`config.mk`:
```
export PLATFORM = sky130hd
export DESIGN_NAME = cmps_phase_status
export DESIGN_NICKNAME = d
export VERILOG_FILES = /design/src/verilog/cmps_sync.v /design/src/verilog/cmps_phase_status.v
export VERILOG_INCLUDE_DIRS = /design/src /design/src/verilog
export SDC_FILE = /design/constraint.sdc
export NUM_CORES = 1
export LEC_CHECK = 0
export BUFFER_PORTS_ARGS = -buffer_cell sky130_fd_sc_hd__buf_2
export CAP_MARGIN = 40
export CORE_ASPECT_RATIO = 0.8
export CORE_UTILIZATION = 40
export CTS_BUF_LIST = sky130_fd_sc_hd__clkbuf_16
export DETAILED_ROUTE_END_ITERATION = 8
export PLACE_DENSITY_LB_ADDON = 0.15
export REMOVE_ABC_BUFFERS = 1
export SLEW_MARGIN = 20
export SYNTH_ARGS = -nofsm -noshare
export SYNTH_HDL_FRONTEND = slang
export SYNTH_SLANG_ARGS = --single-unit
```
`constraint.sdc`:
```
create_clock -name ref_clk -period 3.2 [get_ports ref_clk]
set_input_delay 0.32 -clock ref_clk [delete_from_list [all_inputs] [get_ports ref_clk]]
set_output_delay 0.32 -clock ref_clk [all_outputs]
set_load 0.05 [all_outputs]
```
`src/verilog/cmps_defines.vh`:
```
// constants for the clock manager phase step and status block
// Overview of operation
// - enabled cycle with direction high adds one fine delay step
// - enabled cycle with direction low removes one fine delay step
// - step logic is timed by the adjust clock
// - step applied within bound, then completion pulses for one cycle
// - completion means ready; user waits for it before next request
// - step count stays within plus or minus step limit
// - actual delay lies between count times min and max step
// - unit reset returns accumulated shift to zero
// - unit reset is asynchronous, clears taps and drops lock
// - reset leaves design-time configuration unchanged
// - lock high when input and feedback are in phase
// - status bit 1 flags stopped input clock, needs feedback
// - status bit 2 flags stopped synthesized clock output
// - status bus eight bits, bits 0 and 3 to 6 reserved zero
// - with hold option, startup stays until lock, default off
// - lock wait selects which of six startup cycles stalls
// - enable and direction inputs may be true or inverted polarity; clock sense inversion has no effect
// - shift mode none, fixed or variable
// - initial shift from -255 to +255
`ifndef CMPS_DEFINES_VH
`define CMPS_DEFINES_VH
`define CMPS_MODE_NONE 2'h0
`define CMPS_MODE_FIXED 2'h1
`define CMPS_MODE_VARIABLE 2'h2
`define CMPS_CLK_PERIOD_NS 8
`define CMPS_STEP_LIMIT (20 * (`CMPS_CLK_PERIOD_NS - 3))
`define CMPS_APPLY_CYCLES 100
`define CMPS_DONE_DELAY 3
`define CMPS_STOP_CYCLES 16
`define CMPS_RST_MIN_CYCLES 3
`define CMPS_STARTUP_CYCLES 6
`define CMPS_STAT_IN_STOP 1
`define CMPS_STAT_FX_STOP 2
`endif

```
`src/verilog/cmps_sync.v`:
```
// two flip-flop synchroniser, one per bit
`timescale 1ns/100ps
module cmps_sync #(
    parameter WIDTH = 1
) (
    input wire clk, // sampling clock
    input wire rstN, // async reset, active low
    input wire [WIDTH-1:0] din, // asynchronous inputs
    output wire [WIDTH-1:0] dout // synchronised outputs
);
    genvar i;
    generate
        for (i = 0; i < WIDTH; i = i + 1) begin : g_bit
            reg stage1_reg;
            reg stage2_reg;
            always @(posedge clk or negedge rstN) begin
                if (!rstN) begin
                    stage1_reg <= 1'b0;
                    stage2_reg <= 1'b0;
                end else begin
                    stage1_reg <= din[i];
                    stage2_reg <= stage1_reg;
                end
            end
            assign dout[i] = stage2_reg;
        end
    endgenerate
endmodule

```
`src/verilog/cmps_phase_status.v`:
```
// phase step control, reset, lock and status logic of the clock manager
`timescale 1ns/100ps
`include "cmps_defines.vh"
module cmps_phase_status #(
    parameter [1:0] SHIFT_MODE = `CMPS_MODE_VARIABLE, // shift_mode_select
    parameter integer INIT_SHIFT = 0, // initial_shift_value
    parameter integer STEP_LIMIT = `CMPS_STEP_LIMIT, // step limit
    parameter integer APPLY_CYCLES = `CMPS_APPLY_CYCLES, // apply wait
    parameter integer STOP_CYCLES = `CMPS_STOP_CYCLES, // stop window
    parameter HOLD_CONFIG = 1'b0, // hold_config_until_lock
    parameter [2:0] LOCK_WAIT_SEL = 3'h5, // lock_wait_cycle_select
    parameter INV_ENABLE = 1'b0, // invert phase_adj_enable
    parameter INV_DIRECTION = 1'b0, // invert phase_step_direction
    parameter INV_CLOCK = 1'b0 // phase_adj_clock sense, no effect (applied twice to enable)
) (
    input wire ref_clk, // 125 MHz block and adjust clock
    input wire nrst, // async reset, active low
    input wire unitReset, // unit_reset, async, active high
    input wire phaseAdjEnable, // phase_adj_enable pin
    input wire phaseStepDirection, // phase_step_direction pin
    input wire feedbackClockIn, // feedback_clock_in level
    input wire inputClockPin, // input_clock_pin level
    input wire synthClockOut, // synth_clock_out level
    input wire feedbackUsed, // feedback path connected
    input wire synthUsed, // synthesized output connected
    input wire allLocksIn, // lock of all other holding managers
    output reg phaseAdjComplete, // phase_adj_complete pulse
    output reg lockIndicator, // lock_indicator
    output wire [7:0] status, // status bus
    output reg signed [9:0] stepCount, // accumulated step count
    output reg [2:0] startupCycle, // startup cycle index
    output reg userMode // configuration finished
);
    // ***************************************************
    // reset and input synchronisation
    // ***************************************************
    wire rstIn = nrst & ~unitReset;
    reg rstMeta_reg;
    reg rstSync_reg;
    always @(posedge ref_clk or negedge rstIn) begin
        if (!rstIn) begin
            rstMeta_reg <= 1'b0;
            rstSync_reg <= 1'b0;
        end else begin
            rstMeta_reg <= 1'b1;
            rstSync_reg <= rstMeta_reg;
        end
    end
    wire rstN = rstSync_reg;

    wire [5:0] pinSync;
    cmps_sync #(.WIDTH(6)) u_sync (
        .clk(ref_clk),
        .rstN(rstN),
        .din({phaseAdjEnable, phaseStepDirection, feedbackClockIn,
              inputClockPin, synthClockOut, allLocksIn}),
        .dout(pinSync)
    );
    wire enIn = pinSync[5] ^ INV_ENABLE ^ INV_CLOCK ^ INV_CLOCK;
    wire dirIn = pinSync[4] ^ INV_DIRECTION;
    wire fbIn = pinSync[3];
    wire ckIn = pinSync[2];
    wire fxIn = pinSync[1];
    wire locksIn = pinSync[0];

    // ***************************************************
    // phase step state machine
    // ***************************************************
    localparam [2:0] ST_IDLE = 3'h1;
    localparam [2:0] ST_APPLY = 3'h2;
    localparam [2:0] ST_DONE = 3'h4;

    reg [2:0] state_reg;
    reg [2:0] state_next;
    reg [7:0] waitCnt_reg;
    reg [7:0] waitCnt_next;
    reg dir_reg;
    reg dir_next;
    reg signed [9:0] count_next;
    reg done_next;
    wire variableMode = (SHIFT_MODE == `CMPS_MODE_VARIABLE);
    wire signed [9:0] limitPos = STEP_LIMIT[9:0];
    wire signed [9:0] limitNeg = -limitPos;
    wire signed [9:0] initCount =
        (SHIFT_MODE == `CMPS_MODE_NONE) ? 10'sh000 : INIT_SHIFT[9:0];

    always @* begin
        state_next = state_reg;
        waitCnt_next = waitCnt_reg;
        dir_next = dir_reg;
        count_next = stepCount;
        done_next = 1'b0;
        case (state_reg)
            ST_IDLE: begin
                if (variableMode && enIn) begin
                    dir_next = dirIn;
                    waitCnt_next = 8'h00;
                    state_next = ST_APPLY;
                end
            end
            ST_APPLY: begin
                if (waitCnt_reg >= APPLY_CYCLES[7:0] - 8'h01) begin
                    if (dir_reg && stepCount < limitPos) begin
                        count_next = stepCount + 10'sh001;
                    end else if (!dir_reg && stepCount > limitNeg) begin
                        count_next = stepCount - 10'sh001;
                    end
                    waitCnt_next = 8'h00;
                    state_next = ST_DONE;
                end else begin
                    waitCnt_next = waitCnt_reg + 8'h01;
                end
            end
            ST_DONE: begin
                if (waitCnt_reg >= `CMPS_DONE_DELAY - 2) begin
                    done_next = 1'b1;
                    state_next = ST_IDLE;
                end else begin
                    waitCnt_next = waitCnt_reg + 8'h01;
                end
            end
            default: begin
                state_next = ST_IDLE;
            end
        endcase
    end

    always @(posedge ref_clk or negedge rstN) begin
        if (!rstN) begin
            state_reg <= ST_IDLE;
            waitCnt_reg <= 8'h00;
            dir_reg <= 1'b0;
            stepCount <= 10'sh000;
            phaseAdjComplete <= 1'b0;
        end else begin
            state_reg <= state_next;
            waitCnt_reg <= waitCnt_next;
            dir_reg <= dir_next;
            stepCount <= (state_reg == ST_IDLE && !variableMode) ?
                         initCount : count_next;
            phaseAdjComplete <= done_next;
        end
    end

    // ***************************************************
    // clock activity and lock
    // ***************************************************
    reg fbPrev_reg;
    reg ckPrev_reg;
    reg fxPrev_reg;
    reg [7:0] fbIdle_reg;
    reg [7:0] ckIdle_reg;
    reg [7:0] fxIdle_reg;
    wire [7:0] stopMax = STOP_CYCLES[7:0];
    wire fbStop = (fbIdle_reg >= stopMax);
    wire ckStop = (ckIdle_reg >= stopMax);
    wire fxStop = (fxIdle_reg >= stopMax);

    always @(posedge ref_clk or negedge rstN) begin
        if (!rstN) begin
            fbPrev_reg <= 1'b0;
            ckPrev_reg <= 1'b0;
            fxPrev_reg <= 1'b0;
            fbIdle_reg <= 8'h00;
            ckIdle_reg <= 8'h00;
            fxIdle_reg <= 8'h00;
            lockIndicator <= 1'b0;
        end else begin
            fbPrev_reg <= fbIn;
            ckPrev_reg <= ckIn;
            fxPrev_reg <= fxIn;
            fbIdle_reg <= (fbIn != fbPrev_reg) ? 8'h00 :
                          (fbStop ? fbIdle_reg : fbIdle_reg + 8'h01);
            ckIdle_reg <= (ckIn != ckPrev_reg) ? 8'h00 :
                          (ckStop ? ckIdle_reg : ckIdle_reg + 8'h01);
            fxIdle_reg <= (fxIn != fxPrev_reg) ? 8'h00 :
                          (fxStop ? fxIdle_reg : fxIdle_reg + 8'h01);
            // in phase: both toggling, same level, no step pending
            lockIndicator <= !fbStop && !ckStop &&
                             (fbIn == ckIn) && (state_reg == ST_IDLE);
        end
    end

    assign status = {5'h00,
                     synthUsed & fxStop,
                     feedbackUsed & ckStop,
                     1'b0};

    // ***************************************************
    // startup sequencing
    // ***************************************************
    wire stall = HOLD_CONFIG && (startupCycle == LOCK_WAIT_SEL) &&
                 !(lockIndicator && locksIn);
    always @(posedge ref_clk or negedge rstN) begin
        if (!rstN) begin
            startupCycle <= 3'h0;
            userMode <= 1'b0;
        end else if (!userMode && !stall) begin
            if (startupCycle == `CMPS_STARTUP_CYCLES - 1) begin
                userMode <= 1'b1;
            end else begin
                startupCycle <= startupCycle + 3'h1;
            end
        end
    end
endmodule

```
---- Yosys cells after proc, flatten, opt, wreduce, memory -nomap -nowiden ----
Index checks and enable logic that the tools add are counted.
Widths: inputs -> output; s select.
operators by class
  muxes and demuxes ....................... 20
  magnitude comparators ................... 7
  bitwise logic cells ..................... 6
  shifts and indexed selects .............. 0
  equal/unequal tests ..................... 15
  reductions and logical operators ........ 15
  div/mod/pow operators ................... 0
  multiply operators ...................... 0
  add/subtract/negate cells ............... 7
operators with widths
  kind                   number
  $mux 8                 9
  $add 8x1->8 const B    4
  $ge 8x5->1 const B     3
  $pmux 8 s3             1
  $mux 10                2
  $add 10x2->10 const B  1
  $gt 10x8->1 const B    1
  $lt 10x8->1 const B    1
  $sub 10x2->10 const B  1
  $mux 3                 3
  $pmux 3 s3             1
  $reduce_and 3->1       3
  $ge 8x1->1 const B     1
  $ge 8x7->1 const B     1
  $ne 2x1->1 const B     4
  $eq 3x3->1 const B     2
  $ne 2x2->1 const B     3
  $logic_and 1x1->1      5
  $mux 1                 4
  $reduce_and 2->1       2
  $add 3x1->3 const B    1
  $and 1x1->1            3
  $eq 3x1->1 const B     1
  $eq 3x2->1 const B     1
  other kinds (6)        12
storage, ports and cells
  bits in writable memories ............... 0
  latch bits .............................. 0
  register bits after elaboration ......... 67
  memories ................................ 0
  input bits .............................. 11
  memory bits (read-only) ................. 0
  logic and storage cells ................. 96

---- Logic depth before layout (Yosys ltp) ----
  word-level depth ........................ 5
  gate-level depth with buffers ........... 9
  mapped depth without buffers ............ 9

---- Hierarchy ----
A second synthesis with hierarchy kept.
unflattened totals
  cells, all modules ...................... 302
  area total of the unflattened synthesis .. 3318.2 um^2
modules (own cells, without submodules)
  module             sequential area each (um^2)  cells each  area each (um^2)  instances
  cmps_phase_status  1427.6                       284         2972.9            1
  cmps_sync          300.3                        18          345.3             1

---- Least setup slack after synthesis ----
OpenSTA, ideal clock, no wires.
  kind .................................... flip-flop to flip-flop
  start ................................... register stepCount[9]
  end ..................................... register stepCount[8]
  arrival time ............................ 2.767 ns
  slack ................................... 0.322 ns
  clock period less this slack ............ 2.878 ns
  library setup time ...................... 0.110 ns
  buffers on the path ..................... 0
  stages on the path, launching flop included .. 10
  cells stage by stage .................... dfrtp_1 nand3b_1 o221ai_1 inv_1 fa_1 nor2b_1 o2111ai_1 a31oi_1 nor3_1 o41ai_1
between the ends
  cells in the longest elaborated chain, start to end .. 4
ends and longest elaborated chain
  item                                        line                                              RTL
  start: declaration                          cmps_phase_status.v:30                            output reg signed [9:0] stepCount,
  start signal: assignment                    cmps_phase_status.v:139                           stepCount <= (state_reg == ST_IDLE && !variableMode) ?
  $lt 10x8->1 or $gt 10x8->1 (tied branches)  cmps_phase_status.v:103, cmps_phase_status.v:105
  $logic_and 1x1->1 (on tied branches)        cmps_phase_status.v:103, cmps_phase_status.v:105
  $reduce_bool 2->1 (no line)                 --
  $reduce_and 3->1 (no line)                  --
Several ways; a longest one is shown, not always the timed one.
A chain may end at the register's enable or synchronous reset.

---- Worst setup path in the final report ----
Same ends and word-level chain as after synthesis.

==> flow_metrics.py <==
metrics = {
    "placement": {
        "hpwl_mm": 3.81,
        "dp_slack_ns": 0.659,
        "io_buffers": 27,
        "place_congestion": 0.794,
    },
    "status": {
        "status": "finished, final reports clean",
    },
    "finish": {
        "diodes": 0,
        "finalNetCount": 364,
        "largest_reg_flops": 10,
        "regMostFlops": "stepCount",
        "seqCellArea_um2": 1680,
        "multi_input_area_um2": 1520,
        "fillers": 713,
        "drive_gt1_share_pct": 20.1,
        "area_growth_pct": 20.1,
    },
    "timing": {
        "post-route-period-util_pct": 80.8,
        "maxSlewViolCount": 0,
        "slew_headroom_pct": 47.6,
        "hold_viol": 0,
        "setup-tns-final_ns": 0,
        "setup_ws_ns": 0.615,
        "rsz0062_at_grt": "false",
        "setup-violations-final": 0,
        "min_period_ns": 2.58,
        "worst_slew_pin_slew_ns": 0.781,
        "max_clock_freq_ghz": 0.387,
        "finClkSkew_ns": 0.00701,
    },
    "global_route": {
        "grt_pass1_wl_mm": 9.35,
        "grt_max_degree": 35,
        "overflow": 0,
        "antenna_found_initial": 0,
        "grt_pass1_vias": 1949,
        "track_usage_pct": 14.3,
    },
    "clock_network": {
        "clkTransAtPathRegs_ns": 0.05,
        "cts_tree": "done",
        "numCtsBuffers": 9,
        "cts-root-buf": "clkbuf_16",
        "clk_latency_ns": 0.32,
        "clock_path_buffers": 2,
        "h-tree-depth": 3,
        "clock_sinks": 67,
    },
    "logic_synthesis": {
        "synth_warnings": 0,
        "syn_avg_cell_area_um2": 11.4,
        "synth.yosys.seq_area_share_pct": 51.1,
        "synth_cell_type_count": 50,
        "synth_top_area_share_pct": 50.3,
        "synth_area_leader_cell": "dfrtp_1",
        "synth_commonest_cells": "dfrtp_1 (66), nor2_1 (31), ha_1 (19)",
        "yosysMostFrequentCell": "dfrtp_1",
        "synth_area_leaders": "dfrtp_1 (50%), ha_1 (7.2%), xnor2_1 (4.5%)",
        "synth_flop_cell": "dfrtp_1",
        "synth-seq-cells": 67,
        "synthArstFlopShare_pct": 100,
        "netlist_area_um2": 3280,
        "synth-edff-count": 0,
        "syn_inst": 287,
    },
    "die": {
        "dieArea_um2": 8570,
        "fp.dieH_um": 83,
        "start_util_pct": 41.3,
        "io_pins": 35,
        "num_rows": 29,
        "coreArea_um2": 7950,
        "dieWidth_um": 103,
    },
    "pwr": {
        "power_density_nw_per_um2": 675,
        "power.leakage_nw": 1.83,
        "ir_drop_mv": 0.369,
    },
    "drt": {
        "routed_via_density": 4.73,
        "num_vias": 2108,
        "ant_nets": 0,
        "wl_per_cell_um": 12.4,
        "drcViolationCount": 0,
        "dr.pass1.iters": 4,
        "routed_wl_mm": 5.55,
        "drtIter0Drc": 45,
    },
    "worst_setup_path": {
        "required_ns": 3.41,
        "critPathMaxStageDelay_ns": 0.45,
        "r2r_slack_ns": 0.62,
        "slowest_stage": "dfrtp_1",
        "endpoint_kind": "flip-flop",
        "crit_start": "stepCount[9]$_DFFE_PN0P_",
        "cp.arrival_ns": 2.79,
        "crit_chain": "nand3b_1, o221ai_1, buf_4, inv_1, fa_1, nor2b_1, o2111ai_1, a31oi_1, nor3_1, o41ai_1",
        "path_class": "reg2reg",
        "crit_family": "compound AO/OA/AOI/OAI gates",
        "crit_buf_inv": 2,
        "crit_fanout": 8,
        "reg2reg_from": "stepCount[9]$_DFFE_PN0P_",
        "regToRegEndpoint": "stepCount[8]$_DFFE_PN0P_",
        "reg2regPathDepth": 10,
        "start_kind": "flip-flop",
    },
    "job": {
        "cap_violations": 0,
    },
    "worst_hold_path": {
        "hold_path.class": "in2reg",
        "hp-start": "synthClockOut",
        "hold_depth": 1,
        "hold_end": "u_sync.g_bit[1].stage1_reg$_DFF_PN0_",
    },
}
-- where the power goes --
group | switching, mW | total (mW) | internal, mW | leakage, nW
registers | 0.0752 | 0.993 | 0.917 | 0.869
logic | 0.306 | 0.548 | 0.242 | 0.801
clock network | 0.359 | 1.12 | 0.759 | 0.163
total | 0.741 | 2.66 | 1.92 | 1.83
-- placed cells by master, fill, tap and decap left out, drive strengths merged, types with 3 or more instances in the layout --
cell	n
a21oi	8
and2	11
o21ai	5
o211ai	5
inv	16
bufinv	3
nor2b	5
nor2	32
mux2	8
mux2i	4
xnor2	17
buf	35
nand2	7
nand3b	5
a41oi	4
nor3	5
ha	19
conb	7
nand3	7
clkbuf	9
a21o	3
nor3b	3
nand2b	3
nand4	5
a31oi	3
dfrtp	66
nor4	5
xor2	11
-- worst reg2reg max path, stage by stage (launching register included) --
cell,delay (ns)
dfrtp_1,0.45
nand3b_1,0.20
o221ai_1,0.20
buf_4,0.18
inv_1,0.06
fa_1,0.40
nor2b_1,0.19
o2111ai_1,0.18
a31oi_1,0.29
nor3_1,0.08
o41ai_1,0.25
-- routing by layer --
| metal | GRT usage, % | share of wire, % | vias to the layer above |
|---|---|---|---|
| li1 | - | - | 1088 |
| met1 | 20.5 | 53 | 998 |
| met2 | 20.2 | 44 | 20 |
| met3 | 4.29 | 2.3 | 2 |
| met4 | 5.38 | 0.45 | 0 |
| met5 | 0 | 0 | - |
-- layout make-up --
cell class / instances / area share [%]
repair buffers: 37 / 5.40
clock buffers: 9 / 5.72
well taps: 108 / 3.43
flip-flops and latches: 67 / 42.6
clock inverters: 7 / 2.92
inverters: 15 / 1.43
multi-input cells: 203 / 38.5
-- kinds of logic after synthesis --
logic type | share of synthesized area, %
AO/OA/AOI/OAI | 9.88
XOR/XNOR | 7.48
adder cells (fa/ha/maj) | 7.86
buffers and inverters | 3.24
flip-flops | 51.1
multiplexers | 4.65
other | 0.229
AND/OR/NAND/NOR | 15.5
-- how the worst max path moves through the flow --
stage / to / slack [ns] / depth (start not counted)
6_report: stepCount[8]$_DFFE_PN0P_ / 0.62 / 10
5_1_grt: stepCount[8]$_DFFE_PN0P_ / 0.40 / 10
4_1_cts: stepCount[8]$_DFFE_PN0P_ / 0.60 / 10
3_5_place_dp: stepCount[8]$_DFFE_PN0P_ / 0.66 / 10
3_3_place_gp: stepCount[8]$_DFFE_PN0P_ / 0.62 / 10
2_1_floorplan: stepCount[8]$_DFFE_PN0P_ / 0.32 / 9
-- per-stage QoR --
stage | hold slack, ns | std cells | instance area [um^2] | utilization, % | power (mW)
after floorplan | 0.123 | 285 | 3250 | - | 1.42
after global placement | 0.236 | 427 | 3570 | 45.0 | 1.55
after detailed placement | 0.242 | 428 | 3580 | 45.0 | 1.56
after CTS | 0.0866 | 446 | 3940 | 49.6 | 2.70
after global routing | 0.0917 | 446 | 3940 | 49.6 | 2.81
final | 0.103 | 446 | 3940 | 49.6 | 2.66
-- timing repair --
| item | in CTS | in global routing |
|---|---|---|
| hold buffers | 2 | 0 |
| gates resized for setup | 0 | 0 |
| buffers inserted | 0 | 0 |
| endpoints found under the hold margin | 2 | 0 |
No activity file was read; power rests on OpenSTA's default activity.
